==> config.mk <==
export PLATFORM = sky130hd
export DESIGN_NAME = sdram_host
export DESIGN_NICKNAME = d
export VERILOG_FILES = /design/src/lane_beat.v /design/src/sdram_host.v
export VERILOG_INCLUDE_DIRS = /design/src
export SDC_FILE = /design/constraint.sdc
export NUM_CORES = 1
export LEC_CHECK = 0
export BUFFER_PORTS_ARGS = -buffer_cell sky130_fd_sc_hd__buf_2
export CAP_MARGIN = 20
export CORE_MARGIN = 1
export CORE_UTILIZATION = 49
export DETAILED_ROUTE_END_ITERATION = 8
export PLACE_DENSITY = 0.8
export SYNTH_ARGS = -nofsm -noshare
export SYNTH_HDL_FRONTEND = slang
export SYNTH_SLANG_ARGS = --single-unit
==> constraint.sdc <==
create_clock -name clk -period 1.9 [get_ports clk]
set_input_delay 0.095 -clock clk [delete_from_list [all_inputs] [get_ports clk]]
set_output_delay 0.095 -clock clk [all_outputs]
set_load 0.02 [all_outputs]
==> src/sdram_pin_map.vh <==
// Pin-level constants for the DDR3-style memory controller
`ifndef SDRAM_PIN_MAP_VH
`define SDRAM_PIN_MAP_VH
`define BANK_W        3
`define ADDR_W        15
`define COL_W         10
`define AUTO_CLOSE_BIT 10
`define SHORTEN_BIT   12
`define LANE_W        8
`define BEATS_FULL    4'h8
`define BEATS_CHOP    4'h4
// Command codes {cs_n, ras_n, cas_n, we_n}
`define CMD_DESEL     4'hF
`define CMD_NOP       4'h7
`define CMD_MRS       4'h0
`define CMD_ACT       4'h3
`define CMD_READ      4'h5
`define CMD_WRITE     4'h4
`define CMD_PRE       4'h2
// Link clock half period in core cycles
`define LINK_HALF     4'h6
// Core cycles the lanes stay active after a burst ends
`define TAIL_CYCLES   3'h4
`endif

==> src/lane_beat.v <==
// One byte lane: write data, mask and strobe drive, read capture
`timescale 1ns/1ps
`default_nettype none
module lane_beat #(
	parameter W = 8
) (
	// Clock and reset
	input  wire         clk,
	input  wire         rst,
	// Beat control
	input  wire         wr_act,
	input  wire         rd_act,
	input  wire         beat_stb,
	input  wire [W-1:0] wr_data,
	input  wire         wr_keep,
	// Pins
	input  wire [W-1:0] dq_in,
	output reg  [W-1:0] dq_out,
	output reg          dq_oe,
	output reg          mask,
	input  wire         dqs_t_in,
	output reg          dqs_t_out,
	output reg          dqs_c_out,
	output reg          dqs_oe,
	// Read result
	output reg  [W-1:0] rd_data,
	output reg          rd_valid
);
	reg dqs_s1_ff, dqs_s2_ff, dqs_s3_ff;
	reg [W-1:0] dq_s1_ff, dq_s2_ff;
	// Synchronise read strobe and data
	always @(posedge clk) begin
		dqs_s1_ff <= dqs_t_in;
		dqs_s2_ff <= dqs_s1_ff;
		dqs_s3_ff <= dqs_s2_ff;
		dq_s1_ff  <= dq_in;
		dq_s2_ff  <= dq_s1_ff;
	end
	// Write drive: strobe toggles on every core cycle between beat slots, one mask per beat
	always @(posedge clk) begin
		if (rst) begin
			dq_out    <= {W{1'b0}};
			dq_oe     <= 1'b0;
			mask      <= 1'b0;
			dqs_t_out <= 1'b0;
			dqs_c_out <= 1'b1;
			dqs_oe    <= 1'b0;
		end else begin
			dq_oe  <= wr_act;
			dqs_oe <= wr_act;
			if (wr_act && beat_stb) begin
				dq_out <= wr_data;
				mask   <= ~wr_keep;
			end else if (wr_act) begin
				dqs_t_out <= ~dqs_t_out;
				dqs_c_out <= dqs_t_out;
			end else begin
				mask      <= 1'b0;
				dqs_t_out <= 1'b0;
				dqs_c_out <= 1'b1;
			end
		end
	end
	// Read capture on any strobe edge, edge-aligned data
	always @(posedge clk) begin
		if (rst) begin
			rd_data  <= {W{1'b0}};
			rd_valid <= 1'b0;
		end else begin
			rd_valid <= rd_act && (dqs_s2_ff != dqs_s3_ff);
			if (rd_act && (dqs_s2_ff != dqs_s3_ff))
				rd_data <= dq_s2_ff;
		end
	end
endmodule
`default_nettype wire

==> src/sdram_host.v <==
// Controller driving command, address and two byte lanes of the memory
// Operation
// - Masks sampled on both strobe edges; one mask per beat.
// - Three bank bits pick bank for Active, Read, Write, Precharge.
// - Bank bits pick the mode register during Mode Register Set.
// - Active carries 15-bit row; Read/Write carry 10-bit column.
// - Address carries opcode during Mode Register Set.
// - Controller keeps reset deasserted in normal operation.
// - Strobes driven by device on reads, controller on writes.
// - Read strobe edge-aligned; write strobe centred in data eye (the lanes toggle it on every core cycle between beat slots).
// - Strobes are always differential true/complement pairs; the controller drives both on writes but takes only the true strobe on reads.
// - Data bus split into two lanes, own strobe and mask.
// - Commands sampled when true clock rises.
`timescale 1ns/1ps
`default_nettype none
`include "sdram_pin_map.vh"
module sdram_host #(
	parameter BW = 3,
	parameter AW = 15,
	parameter CW = 10
) (
	// Clock and reset
	input  wire          clk,
	input  wire          rst,
	// User request
	input  wire          req_valid,
	output wire          req_ready,
	input  wire [3:0]    req_cmd,
	input  wire [BW-1:0] req_bank,
	input  wire [AW-1:0] req_addr,
	input  wire          req_auto_close,
	input  wire          req_all_banks,
	input  wire          req_chop,
	input  wire          chop_enable,
	input  wire          dev_reset_req,
	// Write data per beat
	input  wire [15:0]   wdata,
	input  wire [1:0]    wkeep,
	output wire          wdata_take,
	// Read data per beat
	output wire [15:0]   rdata,
	output wire          rdata_valid,
	// Command pins
	output reg           link_clk_t,
	output reg           link_clk_c,
	output reg           cs_n,
	output reg           ras_n,
	output reg           cas_n,
	output reg           we_n,
	output reg  [BW-1:0] bank,
	output reg  [AW-1:0] addr,
	output reg           reset_n,
	// Lower lane pins
	input  wire [7:0]    lower_lane_data_in,
	output wire [7:0]    lower_lane_data_out,
	output wire          lower_lane_data_oe,
	output wire          lower_lane_write_mask,
	input  wire          lower_lane_strobe_in,
	output wire          lower_lane_strobe_t_out,
	output wire          lower_lane_strobe_c_out,
	output wire          lower_lane_strobe_oe,
	// Upper lane pins
	input  wire [7:0]    upper_lane_data_in,
	output wire [7:0]    upper_lane_data_out,
	output wire          upper_lane_data_oe,
	output wire          upper_lane_write_mask,
	input  wire          upper_lane_strobe_in,
	output wire          upper_lane_strobe_t_out,
	output wire          upper_lane_strobe_c_out,
	output wire          upper_lane_strobe_oe
);
	localparam S_IDLE  = 2'h0;
	localparam S_WRITE = 2'h1;
	localparam S_READ  = 2'h2;

	reg [1:0] state_ff;
	reg [1:0] nxt_state;
	reg [3:0] div_ff;
	reg [3:0] beats_ff;
	reg [2:0] tail_ff;
	reg       tail_rd_ff;

	// Command slot at each rising edge of the link clock
	wire rise_stb = (div_ff == `LINK_HALF - 4'h1) && !link_clk_t;
	wire fall_stb = (div_ff == `LINK_HALF - 4'h1) && link_clk_t;
	wire beat_stb = rise_stb | fall_stb;
	wire is_rw    = (req_cmd == `CMD_READ) || (req_cmd == `CMD_WRITE);
	wire [3:0] req_beats = (chop_enable && req_chop) ?
		`BEATS_CHOP : `BEATS_FULL;
	wire wr_act = (state_ff == S_WRITE);
	wire rd_act = (state_ff == S_READ);
	// Lanes stay active past the burst: the last write beat must stand a
	// whole beat, and read strobes arrive late through the synchroniser
	wire lane_wr = wr_act || (tail_ff != 3'h0 && !tail_rd_ff);
	wire lane_rd = rd_act || (tail_ff != 3'h0 && tail_rd_ff);

	// Requests enter at a fall slot, so pins settle before the rise
	assign req_ready  = (state_ff == S_IDLE) && fall_stb && !dev_reset_req;
	assign wdata_take = wr_act && beat_stb;

	// Link clock divider, differential
	always @(posedge clk) begin
		if (rst) begin
			div_ff     <= 4'h0;
			link_clk_t <= 1'b0;
			link_clk_c <= 1'b1;
		end else if (div_ff == `LINK_HALF - 4'h1) begin
			div_ff     <= 4'h0;
			link_clk_t <= ~link_clk_t;
			link_clk_c <= link_clk_t;
		end else begin
			div_ff <= div_ff + 4'h1;
		end
	end

	// Burst sequencing
	always @* begin
		nxt_state = state_ff;
		case (state_ff)
			S_IDLE: begin
				if (req_valid && req_ready && req_cmd == `CMD_WRITE)
					nxt_state = S_WRITE;
				else if (req_valid && req_ready && req_cmd == `CMD_READ)
					nxt_state = S_READ;
			end
			default: begin
				if (beat_stb && beats_ff == 4'h1)
					nxt_state = S_IDLE;
			end
		endcase
	end

	// Beat count and the short tail after each burst
	always @(posedge clk) begin
		if (rst) begin
			state_ff   <= S_IDLE;
			beats_ff   <= 4'h0;
			tail_ff    <= 3'h0;
			tail_rd_ff <= 1'b0;
		end else begin
			state_ff <= nxt_state;
			if (state_ff == S_IDLE && req_valid && req_ready && is_rw) begin
				beats_ff <= req_beats;
			end else if (state_ff != S_IDLE && beat_stb) begin
				beats_ff <= beats_ff - 4'h1;
			end
			if (state_ff != S_IDLE) begin
				tail_ff    <= `TAIL_CYCLES;
				tail_rd_ff <= rd_act;
			end else if (tail_ff != 3'h0) begin
				tail_ff <= tail_ff - 3'h1;
			end
		end
	end

	// Command and address drive, changed ahead of the rising edge
	always @(posedge clk) begin
		if (rst) begin
			{cs_n, ras_n, cas_n, we_n} <= `CMD_DESEL;
			bank    <= {BW{1'b0}};
			addr    <= {AW{1'b0}};
			reset_n <= 1'b0;
		end else begin
			reset_n <= ~dev_reset_req;
			if (req_valid && req_ready) begin
				{cs_n, ras_n, cas_n, we_n} <= req_cmd;
				bank <= req_bank;
				addr <= req_addr;
				if (is_rw) begin
					addr <= {AW{1'b0}};
					addr[CW-1:0] <= req_addr[CW-1:0];
					addr[`AUTO_CLOSE_BIT] <= req_auto_close;
					addr[`SHORTEN_BIT] <= ~(chop_enable && req_chop);
				end else if (req_cmd == `CMD_PRE) begin
					addr[`AUTO_CLOSE_BIT] <= req_all_banks;
				end
			end else if (fall_stb) begin
				{cs_n, ras_n, cas_n, we_n} <= `CMD_DESEL;
			end
		end
	end

	// Two byte lanes on shared beat controls; rdata_valid comes from the lower lane only
	lane_beat #(.W(8)) u_lower (
		.clk      (clk),
		.rst      (rst),
		.wr_act   (lane_wr),
		.rd_act   (lane_rd),
		.beat_stb (beat_stb),
		.wr_data  (wdata[7:0]),
		.wr_keep  (wkeep[0]),
		.dq_in    (lower_lane_data_in),
		.dq_out   (lower_lane_data_out),
		.dq_oe    (lower_lane_data_oe),
		.mask     (lower_lane_write_mask),
		.dqs_t_in (lower_lane_strobe_in),
		.dqs_t_out(lower_lane_strobe_t_out),
		.dqs_c_out(lower_lane_strobe_c_out),
		.dqs_oe   (lower_lane_strobe_oe),
		.rd_data  (rdata[7:0]),
		.rd_valid (rdata_valid)
	);
	lane_beat #(.W(8)) u_upper (
		.clk      (clk),
		.rst      (rst),
		.wr_act   (lane_wr),
		.rd_act   (lane_rd),
		.beat_stb (beat_stb),
		.wr_data  (wdata[15:8]),
		.wr_keep  (wkeep[1]),
		.dq_in    (upper_lane_data_in),
		.dq_out   (upper_lane_data_out),
		.dq_oe    (upper_lane_data_oe),
		.mask     (upper_lane_write_mask),
		.dqs_t_in (upper_lane_strobe_in),
		.dqs_t_out(upper_lane_strobe_t_out),
		.dqs_c_out(upper_lane_strobe_c_out),
		.dqs_oe   (upper_lane_strobe_oe),
		.rd_data  (rdata[15:8]),
		.rd_valid ()
	);
endmodule
`default_nettype wire

==> results of run 1 <==
==> Yosys cell counts (4+ instances only) <==
library cell  count  share of area, %
a21oi_1          54               6.9
dfxtp_1         117                60
o21ai_0          32               4.1
nand2b_1          7               1.1
nand2_1          42               4.0
nor2_1           19               1.8
nor3_1           11               1.4
ha_1              6               1.9
clkbuf_1         17               1.6
nand3_1          43               5.5
o22ai_1           4              0.64
nor3b_1           5              0.96
xnor2_1           7               1.6
buf_2             4              0.51
inv_1             7              0.67
==> registers in the layout, indices dropped and copies added (netlist names), 2 cells and up <==
register	flops
addr	15
bank	3
beats_ff	4
div_ff	4
state_ff	2
tail_ff	3
u_lower.dq_out	8
u_lower.dq_s1_ff	8
u_lower.dq_s2_ff	8
u_lower.rd_data	8
u_upper.dq_out	8
u_upper.dq_s1_ff	8
u_upper.dq_s2_ff	8
u_upper.rd_data	8
==> per-layer routing <==
metal,part of all wire [%],vias to the layer above
met1,38,1814
met4,3.5,0
met5,0,-
met3,5.1,40
met2,53,168
li1,-,1840
==> final cells by class <==
cell class                 instances  area [sq um]  area share [%]
clock buffer                      17           414            6.97
clock inverter                    15           131            2.21
inverter                           7          26.3           0.442
multi-input combinational        261          1450            24.3
sequential                       117          2340            39.4
tap                              102           128            2.15
timing repair buffer             216          1460            24.5
==> cell families (layout without fill, tap and decap cells) <==
logic type | count (synthesis) | after routing | share of synthesized area [%]
adder cells (fa/ha/maj) | 6 | 6 | 1.91
AND/OR/NAND/NOR | 138 | 138 | 16.9
multiplexers | 3 | 3 | 0.892
AO/OA/AOI/OAI | 105 | 105 | 14.5
flip-flops | 117 | 117 | 59.7
XOR/XNOR | 9 | 9 | 2.01
buffers and inverters | 34 | 255 | 4.05
==> what timing repair did <==
action,4_1_cts,5_1_grt
buffers inserted,1,6
gates cloned,0,1
endpoints found under the hold margin,61,0
endpoints found under the setup margin,2,26
resized for setup,4,7
pin swaps,0,1
hold buffers,62,0
==> critical path, cell delays in order, from the launching register on <==
cell and delay [ns]:
dfxtp_2 0.37, ha_4 0.16, and3b_2 0.20, nand2_1 0.11, nor3_2 0.22, buf_4 0.17
==> path summary, 6_finish.rpt <==
check | end | slack [ns] | cells past startpoint
max | req_ready | 0.07 | 5
min | u_upper.dq_out[6] | 0.11 | 2
max reg2reg | beats_ff[3] | 0.13 | 6
min reg2reg | u_lower.dq_s2_ff[7] | 0.32 | 0
==> metrics by stage <==
stage               power [mW]  area [sq um]
floorplan                 3.20          3930
global placement          3.42          4690
detailed placement        3.45          4690
CTS                       6.42          5870
global route              6.67          5940
finish                    6.40          5940
==> where the power goes <==
part | internal [mW] | leakage, nW | switching, mW
sequential | 2.59 | 0.960 | 0.0693
combinational | 0.368 | 1.30 | 0.520
clock | 1.73 | 0.268 | 1.12
==> impl_metrics.json, run 1 <==
{
  "outcome": "finished clean",
  "netlist_instances": 412,
  "synth_edf_count": 0,
  "wire_per_inst_um": 15.0,
  "antenna_found_initial": 0,
  "place.gp.congestion": 0.857,
  "ys_ff_latch": 117,
  "post_synth_instance_area_sq_mm": 0.00393,
  "numPortBuffers": 135,
  "crit_fanout": 4,
  "ys_types": 40,
  "via_count": 3862,
  "worstReg2RegStart": "div_ff[0]",
  "layout_commonest_cell": "buf_2",
  "postSynth.asyncResetShare_pct": 0,
  "utilization_pct": 76.9,
  "clock_skew_ns": 0.0140,
  "max_freq_mhz": 547,
  "hold_path.class": "primary input to flop",
  "grt_first_pass_wirelength_mm": 16.9,
  "post-place-ws_ns": 0.0423,
  "overflow": 0,
  "drv_cap": 0,
  "crit_type": "flop to output port",
  "layout_common_cells": "buf_2 (135), dfxtp_1 (116), dlygate4sd3_1 (62), a21oi_1 (54), nand3_1 (43)",
  "core_sq_mm": 0.00773,
  "maxSlewHeadroom_pct": 58.8,
  "ys.flop_type": "dfxtp_1",
  "finalSetupTns_ns": 0,
  "drt-initial-drc-count": 219,
  "fin_hold_ws_ns": 0.112,
  "die_h_um": 91.5,
  "cts.sinks": 117,
  "met3_usage_pct": 6.53,
  "crit_path_start": "div_ff[0]",
  "grt_pass1_vias": 3790,
  "avgSynthCellArea_sq_um": 9.53,
  "n_antenna_cell": 0,
  "fill_cells": 492,
  "hold_start": "rst",
  "hold_violations": 0,
  "p_leak_nw": 2.53,
  "grt_max_degree": 43,
  "clkTransAtPathRegs_ns": 0.05,
  "worstMarginPinSlew_ns": 0.614,
  "setup_viol": 0,
  "synthesis.nets": 484,
  "yosysSeqAreaShare_pct": 59.7,
  "start_util_pct": 50.8,
  "arrival_ns": 1.73,
  "die_area_sq_mm": 0.00837,
  "ant_nets": 0,
  "yosysWarningCount": 0,
  "fin_crit_ns": 1.83,
  "ioPinCount": 136,
  "totalWireLength_mm": 11.0,
  "viasPerCell": 5.25,
  "placed_cells": 633,
  "die_w_um": 91.5,
  "clockBufferDepth": 2,
  "tritoncts": "done",
  "grt_usage_pct": 26.0,
  "cp-end-kind": "output port",
  "numCtsBuffers": 17,
  "powerDensity_mw_per_mm2": 1080,
  "final_cells": 735,
  "root_buffer": "clkbuf_8",
  "grt_setup_unrepaired": "false",
  "fin_crit_sh_pct": 96.1,
  "dpl.hpwl_mm": 5.99,
  "critPathLaunchType": "flop",
  "required_ns": 1.80,
  "drcViolationCount": 0,
  "use_met2_pct": 47.4,
  "nNetsFinal": 692,
  "drtPass1Iterations": 5,
  "cts_max_level": 4,
  "rows": 32,
  "grt.busiest_layer": "met2",
  "gr-usage-met1_pct": 27.5,
  "ir_drop_v": 0.000702,
  "drv_slew": 0,
  "worstSkewPairLatency_ns": 0.51,
  "syn_to_final_growth_pct": 51.5,
  "drive_gt1_share_pct": 31.3,
  "setup_ws_ns": 0.0734
}
Note: power is estimated with default switching activity, not from simulation.
==> run 2, diff against run 1 <==
--- a/config.mk
+++ b/config.mk
@@ -9,9 +9,9 @@
 export BUFFER_PORTS_ARGS = -buffer_cell sky130_fd_sc_hd__buf_2
 export CAP_MARGIN = 20
 export CORE_MARGIN = 1
-export CORE_UTILIZATION = 49
+export CORE_UTILIZATION = 31
 export DETAILED_ROUTE_END_ITERATION = 8
-export PLACE_DENSITY = 0.8
+export PLACE_DENSITY = 0.56
 export SYNTH_ARGS = -nofsm -noshare
 export SYNTH_HDL_FRONTEND = slang
 export SYNTH_SLANG_ARGS = --single-unit
==> impl_metrics.json, run 2 (same netlist as run 1, synthesis figures left out) <==
{
  "clock_skew_ns": 0.00606,
  "crit_fanout": 4,
  "multi_input_area_sq_mm": 0.00143,
  "grt_pass1_vias": 3569,
  "max_stage_delay_ns": 0.38,
  "clockBufferDepth": 2,
  "fill_cells": 1150,
  "die_area_sq_mm": 0.0131,
  "powerDensity_mw_per_mm2": 1080,
  "layout_commonest_cell": "buf_2",
  "start_util_pct": 32.3,
  "setup_ws_ns": 0.107,
  "outcome": "finished clean",
  "nNetsFinal": 684,
  "fin_crit_ns": 1.79,
  "worstMarginPinSlew_ns": 0.647,
  "critPathLaunchType": "flop",
  "layout_common_cells": "buf_2 (134), dfxtp_1 (117), dlygate4sd3_1 (58), a21oi_1 (54), nand3_1 (43)",
  "tritoncts": "done",
  "arrival_ns": 1.70,
  "seq_area_sq_mm": 0.00234,
  "ioPinCount": 136,
  "drv_cap": 0,
  "drtPass1Iterations": 5,
  "numPortBuffers": 135,
  "fin_hold_ws_ns": 0.0138,
  "ant_nets": 0,
  "antenna_found_initial": 0,
  "drv_slew": 0,
  "crit_chain": "ha_2 > and3b_2 > nand2_1 > nor3_1 > buf_4",
  "clkTransAtPathRegs_ns": 0.05,
  "ir_drop_v": 0.000761,
  "regMostFlops": "addr",
  "hold_path.class": "primary input to flop",
  "grt_max_degree": 43,
  "via_count": 3585,
  "rows": 40,
  "core_sq_mm": 0.0122,
  "required_ns": 1.80,
  "numCtsBuffers": 17,
  "grt_usage_pct": 16.2,
  "cts_max_level": 4,
  "drcViolationCount": 0,
  "maxSlewHeadroom_pct": 56.7,
  "cp-end-kind": "output port",
  "fin_crit_sh_pct": 94.4,
  "totalWireLength_mm": 9.90,
  "finalSetupTns_ns": 0,
  "drt-initial-drc-count": 139,
  "root_buffer": "clkbuf_16",
  "crit_type": "flop to output port",
  "drive_gt1_share_pct": 30.2,
  "syn_to_final_growth_pct": 51.2,
  "viasPerCell": 4.52,
  "n_antenna_cell": 0,
  "grt_setup_unrepaired": "false",
  "p_leak_nw": 2.49,
  "setup_viol": 0,
  "overflow": 0,
  "post-place-ws_ns": 0.161,
  "dpl.hpwl_mm": 6.36,
  "crit_slowest_cell": "dfxtp_1",
  "cts.sinks": 117,
  "grt_first_pass_wirelength_mm": 16.3,
  "max_freq_mhz": 558,
  "hold_violations": 0,
  "worstSkewPairLatency_ns": 0.41,
  "largest_reg_flops": 15,
  "wire_per_inst_um": 12.5,
  "die_w_um": 115,
  "place.gp.congestion": 0.732,
  "die_h_um": 115
}
-- run 2: cell types whose count changed in the layout (fill, tap and decap cells not counted), sizes merged --
cell,before,now
buf,154,150
dlygate4sd3,62,58
clkinv,9,6
clkbuf,17,19
clkinvlp,2,4
bufinv,1,0
-- run 2: area by class of cell --
cell class                      instances  share of cell area (%)
Tap cell                              168                    3.54
Sequential cell                       117                    39.5
Multi-Input combinational cell        261                    24.1
Inverter                                7                   0.443
Timing Repair Buffer                  208                    23.1
Clock buffer                           19                    7.63
Clock inverter                         13                    1.71
-- run 2: timing repair --
item,4_1_cts,5_1_grt
setup endpoints to repair,1,13
setup buffers,1,0
endpoints found under the hold margin,60,0
hold buffers,58,0
gates resized for setup,1,3
gates cloned,0,0
-- run 2: power by group --
part / internal (mW) / switching, mW / total (mW)
combinational: 0.354 / 0.507 / 0.861
clock: 1.75 / 1.16 / 2.91
sequential: 2.59 / 0.0631 / 2.65
-- run 2: critical path, delay by kind of cell, from the launching register on --
kind                     cells  cell delay (ns)
flip-flops                   1             0.38
buffers and inverters        1             0.19
AND/OR/NAND/NOR              3             0.51
adder cells (fa/ha/maj)      1             0.23
-- run 2: layer usage --
layer | track usage (%) | wire [um]
met3 | 6.09 | 556
met4 | 6.93 | 98
met5 | 0 | 0
met1 | 18.3 | 4310
met2 | 27.2 | 4930
-- run 2: stage by stage --
step | area [sq um] | power (mW) | instances | util [%]
floorplan | 3930 | 3.20 | 412 | -
global placement | 4780 | 3.45 | 702 | 39.3
detailed placement | 4780 | 3.47 | 702 | 39.3
CTS | 5930 | 6.51 | 793 | 48.7
global route | 5930 | 6.73 | 793 | 48.8
finish | 5930 | 6.42 | 793 | 48.8
-- run 2: worst paths after layout --
check                 startpoint             endpoint  slack, ns  cells after the start
max                    div_ff[0]            req_ready       0.11                      5
min                   req_cmd[0]                 we_n       0.01                      3
max reg2reg            div_ff[0]          beats_ff[2]       0.16                      5
min reg2reg  u_upper.dq_s1_ff[3]  u_upper.dq_s2_ff[3]       0.32                      0
==> run 3, diff against run 2 <==
--- a/config.mk
+++ b/config.mk
@@ -8,10 +8,12 @@
 export LEC_CHECK = 0
 export BUFFER_PORTS_ARGS = -buffer_cell sky130_fd_sc_hd__buf_2
 export CAP_MARGIN = 20
+export CELL_PAD_IN_SITES_DETAIL_PLACEMENT = 1
+export CELL_PAD_IN_SITES_GLOBAL_PLACEMENT = 1
 export CORE_MARGIN = 1
 export CORE_UTILIZATION = 31
 export DETAILED_ROUTE_END_ITERATION = 8
-export PLACE_DENSITY = 0.56
+export PLACE_DENSITY = 0.71
 export SYNTH_ARGS = -nofsm -noshare
 export SYNTH_HDL_FRONTEND = slang
 export SYNTH_SLANG_ARGS = --single-unit
==> impl_metrics.json, run 3 (same netlist as run 1, synthesis figures left out) <==
{
  "outcome": "finished clean",
  "fin_crit_sh_pct": 94.0,
  "largest_reg_flops": 15,
  "grt_max_degree": 49,
  "nNetsFinal": 683,
  "cp-end-kind": "output port",
  "ir_drop_v": 0.000724,
  "powerDensity_mw_per_mm2": 1150,
  "crit_fanout": 4,
  "regMostFlops": "addr",
  "rr_endpoint": "beats_ff[2]",
  "grt_first_pass_wirelength_mm": 19.1,
  "via_count": 3746,
  "worstReg2RegStart": "div_ff[0]",
  "rows": 40,
  "start_util_pct": 32.3,
  "drv_slew": 0,
  "drtPass1Iterations": 4,
  "totalWireLength_mm": 12.2,
  "drive_gt1_share_pct": 30.1,
  "overflow": 0,
  "fin_crit_ns": 1.79,
  "final_cells": 792,
  "hold_start": "req_cmd[0]",
  "grt_pass1_vias": 3987,
  "layout_commonest_cell": "buf_2",
  "place.gp.congestion": 0.742,
  "core_sq_mm": 0.0122,
  "root_buffer": "clkbuf_16",
  "n_antenna_cell": 0,
  "worstMarginPinSlew_ns": 0.644,
  "setup_ws_ns": 0.114,
  "die_h_um": 115,
  "whs_endpoint": "we_n",
  "wire_per_inst_um": 15.4,
  "ant_nets": 0,
  "antenna_found_initial": 0,
  "hold_path.class": "primary input to flop",
  "required_ns": 1.80,
  "p_total_mw": 6.96,
  "die_area_sq_mm": 0.0131,
  "hold_violations": 0,
  "clockBufferDepth": 2,
  "numCtsBuffers": 17,
  "die_w_um": 115,
  "arrival_ns": 1.69,
  "cts_max_level": 4,
  "drcViolationCount": 0,
  "syn_to_final_growth_pct": 53.6,
  "utilization_pct": 49.6,
  "grt_usage_pct": 19.3,
  "viasPerCell": 4.73,
  "critPathLaunchType": "flop",
  "post-place-ws_ns": 0.135,
  "setup_viol": 0,
  "crit_type": "flop to output port",
  "layout_common_cells": "buf_2 (135), dfxtp_1 (117), dlygate4sd3_1 (57), a21oi_1 (54), nand3_1 (43)",
  "drv_cap": 0,
  "clkTransAtPathRegs_ns": 0.05,
  "drt-initial-drc-count": 112,
  "finalSetupTns_ns": 0,
  "grt_setup_unrepaired": "false",
  "worstHoldPathCells": 3,
  "numPortBuffers": 135,
  "ioPinCount": 136,
  "p_leak_nw": 2.53,
  "placed_cells": 701,
  "maxSlewHeadroom_pct": 56.7,
  "worstSkewPairLatency_ns": 0.41,
  "dpl.hpwl_mm": 7.70,
  "max_freq_mhz": 560,
  "cts.sinks": 117,
  "tritoncts": "done",
  "clock_skew_ns": 0.00520,
  "regToRegSetupSlack_ns": 0.14,
  "ff2ff_path_depth": 5
}
## run 3: timing repair
action | CTS | global route
setup endpoints to repair | 1 | 2
resized for setup | 1 | 2
buffers inserted | 1 | 1
endpoints found under the hold margin | 57 | 0
hold buffers | 57 | 0
pin swaps | 0 | 0
cloned | 0 | 0
## run 3: cell type report
cell class,count,area [sq um]
Clock buffer,21,470
Clock inverter,11,173
Fill cell,1391,6130
Inverter,7,26.3
Multi-Input combinational cell,261,1430
Sequential cell,117,2340
Tap cell,168,210
Timing Repair Buffer,207,1370
## run 3: worst max-delay path, cell delays in order (launching register included)
cell	delay (ns)
dfxtp_1	0.39
ha_2	0.22
and3b_2	0.21
nand2_1	0.09
nor3_1	0.18
buf_2	0.19
## run 3: how the worst max path moves through the flow
stage                   start          end  slack, ns  cells past startpoint
CTS                 div_ff[0]   wdata_take       0.02                      5
floorplan           div_ff[0]  beats_ff[2]       0.17                      7
global route        div_ff[0]    req_ready     0.0001                      5
finish              div_ff[0]    req_ready       0.11                      5
detailed placement  div_ff[0]  beats_ff[2]       0.14                      5
global placement    div_ff[0]  beats_ff[2]       0.23                      5
## run 3: power breakdown
part / switching, mW / internal (mW) / total, mW
sequential: 0.0710 / 2.59 / 2.66
clock: 1.13 / 2.30 / 3.43
combinational: 0.518 / 0.352 / 0.871
total: 1.72 / 5.24 / 6.96
## run 3: metrics by stage
step / hold slack, ns / cell area (sq um)
3_5_place_dp: 0.199 / 4790
5_1_grt: 0.0401 / 6030
3_3_place_gp: 0.197 / 4790
2_1_floorplan: 0.123 / 3930
6_report: 0.0283 / 6030
4_1_cts: 0.0166 / 6010
## run 3: routing by layer
layer	GRT usage (%)	routed length [um]
met4	11.3	408
met1	19.6	4920
met2	35.5	6480
met5	0	0
met3	4.87	401
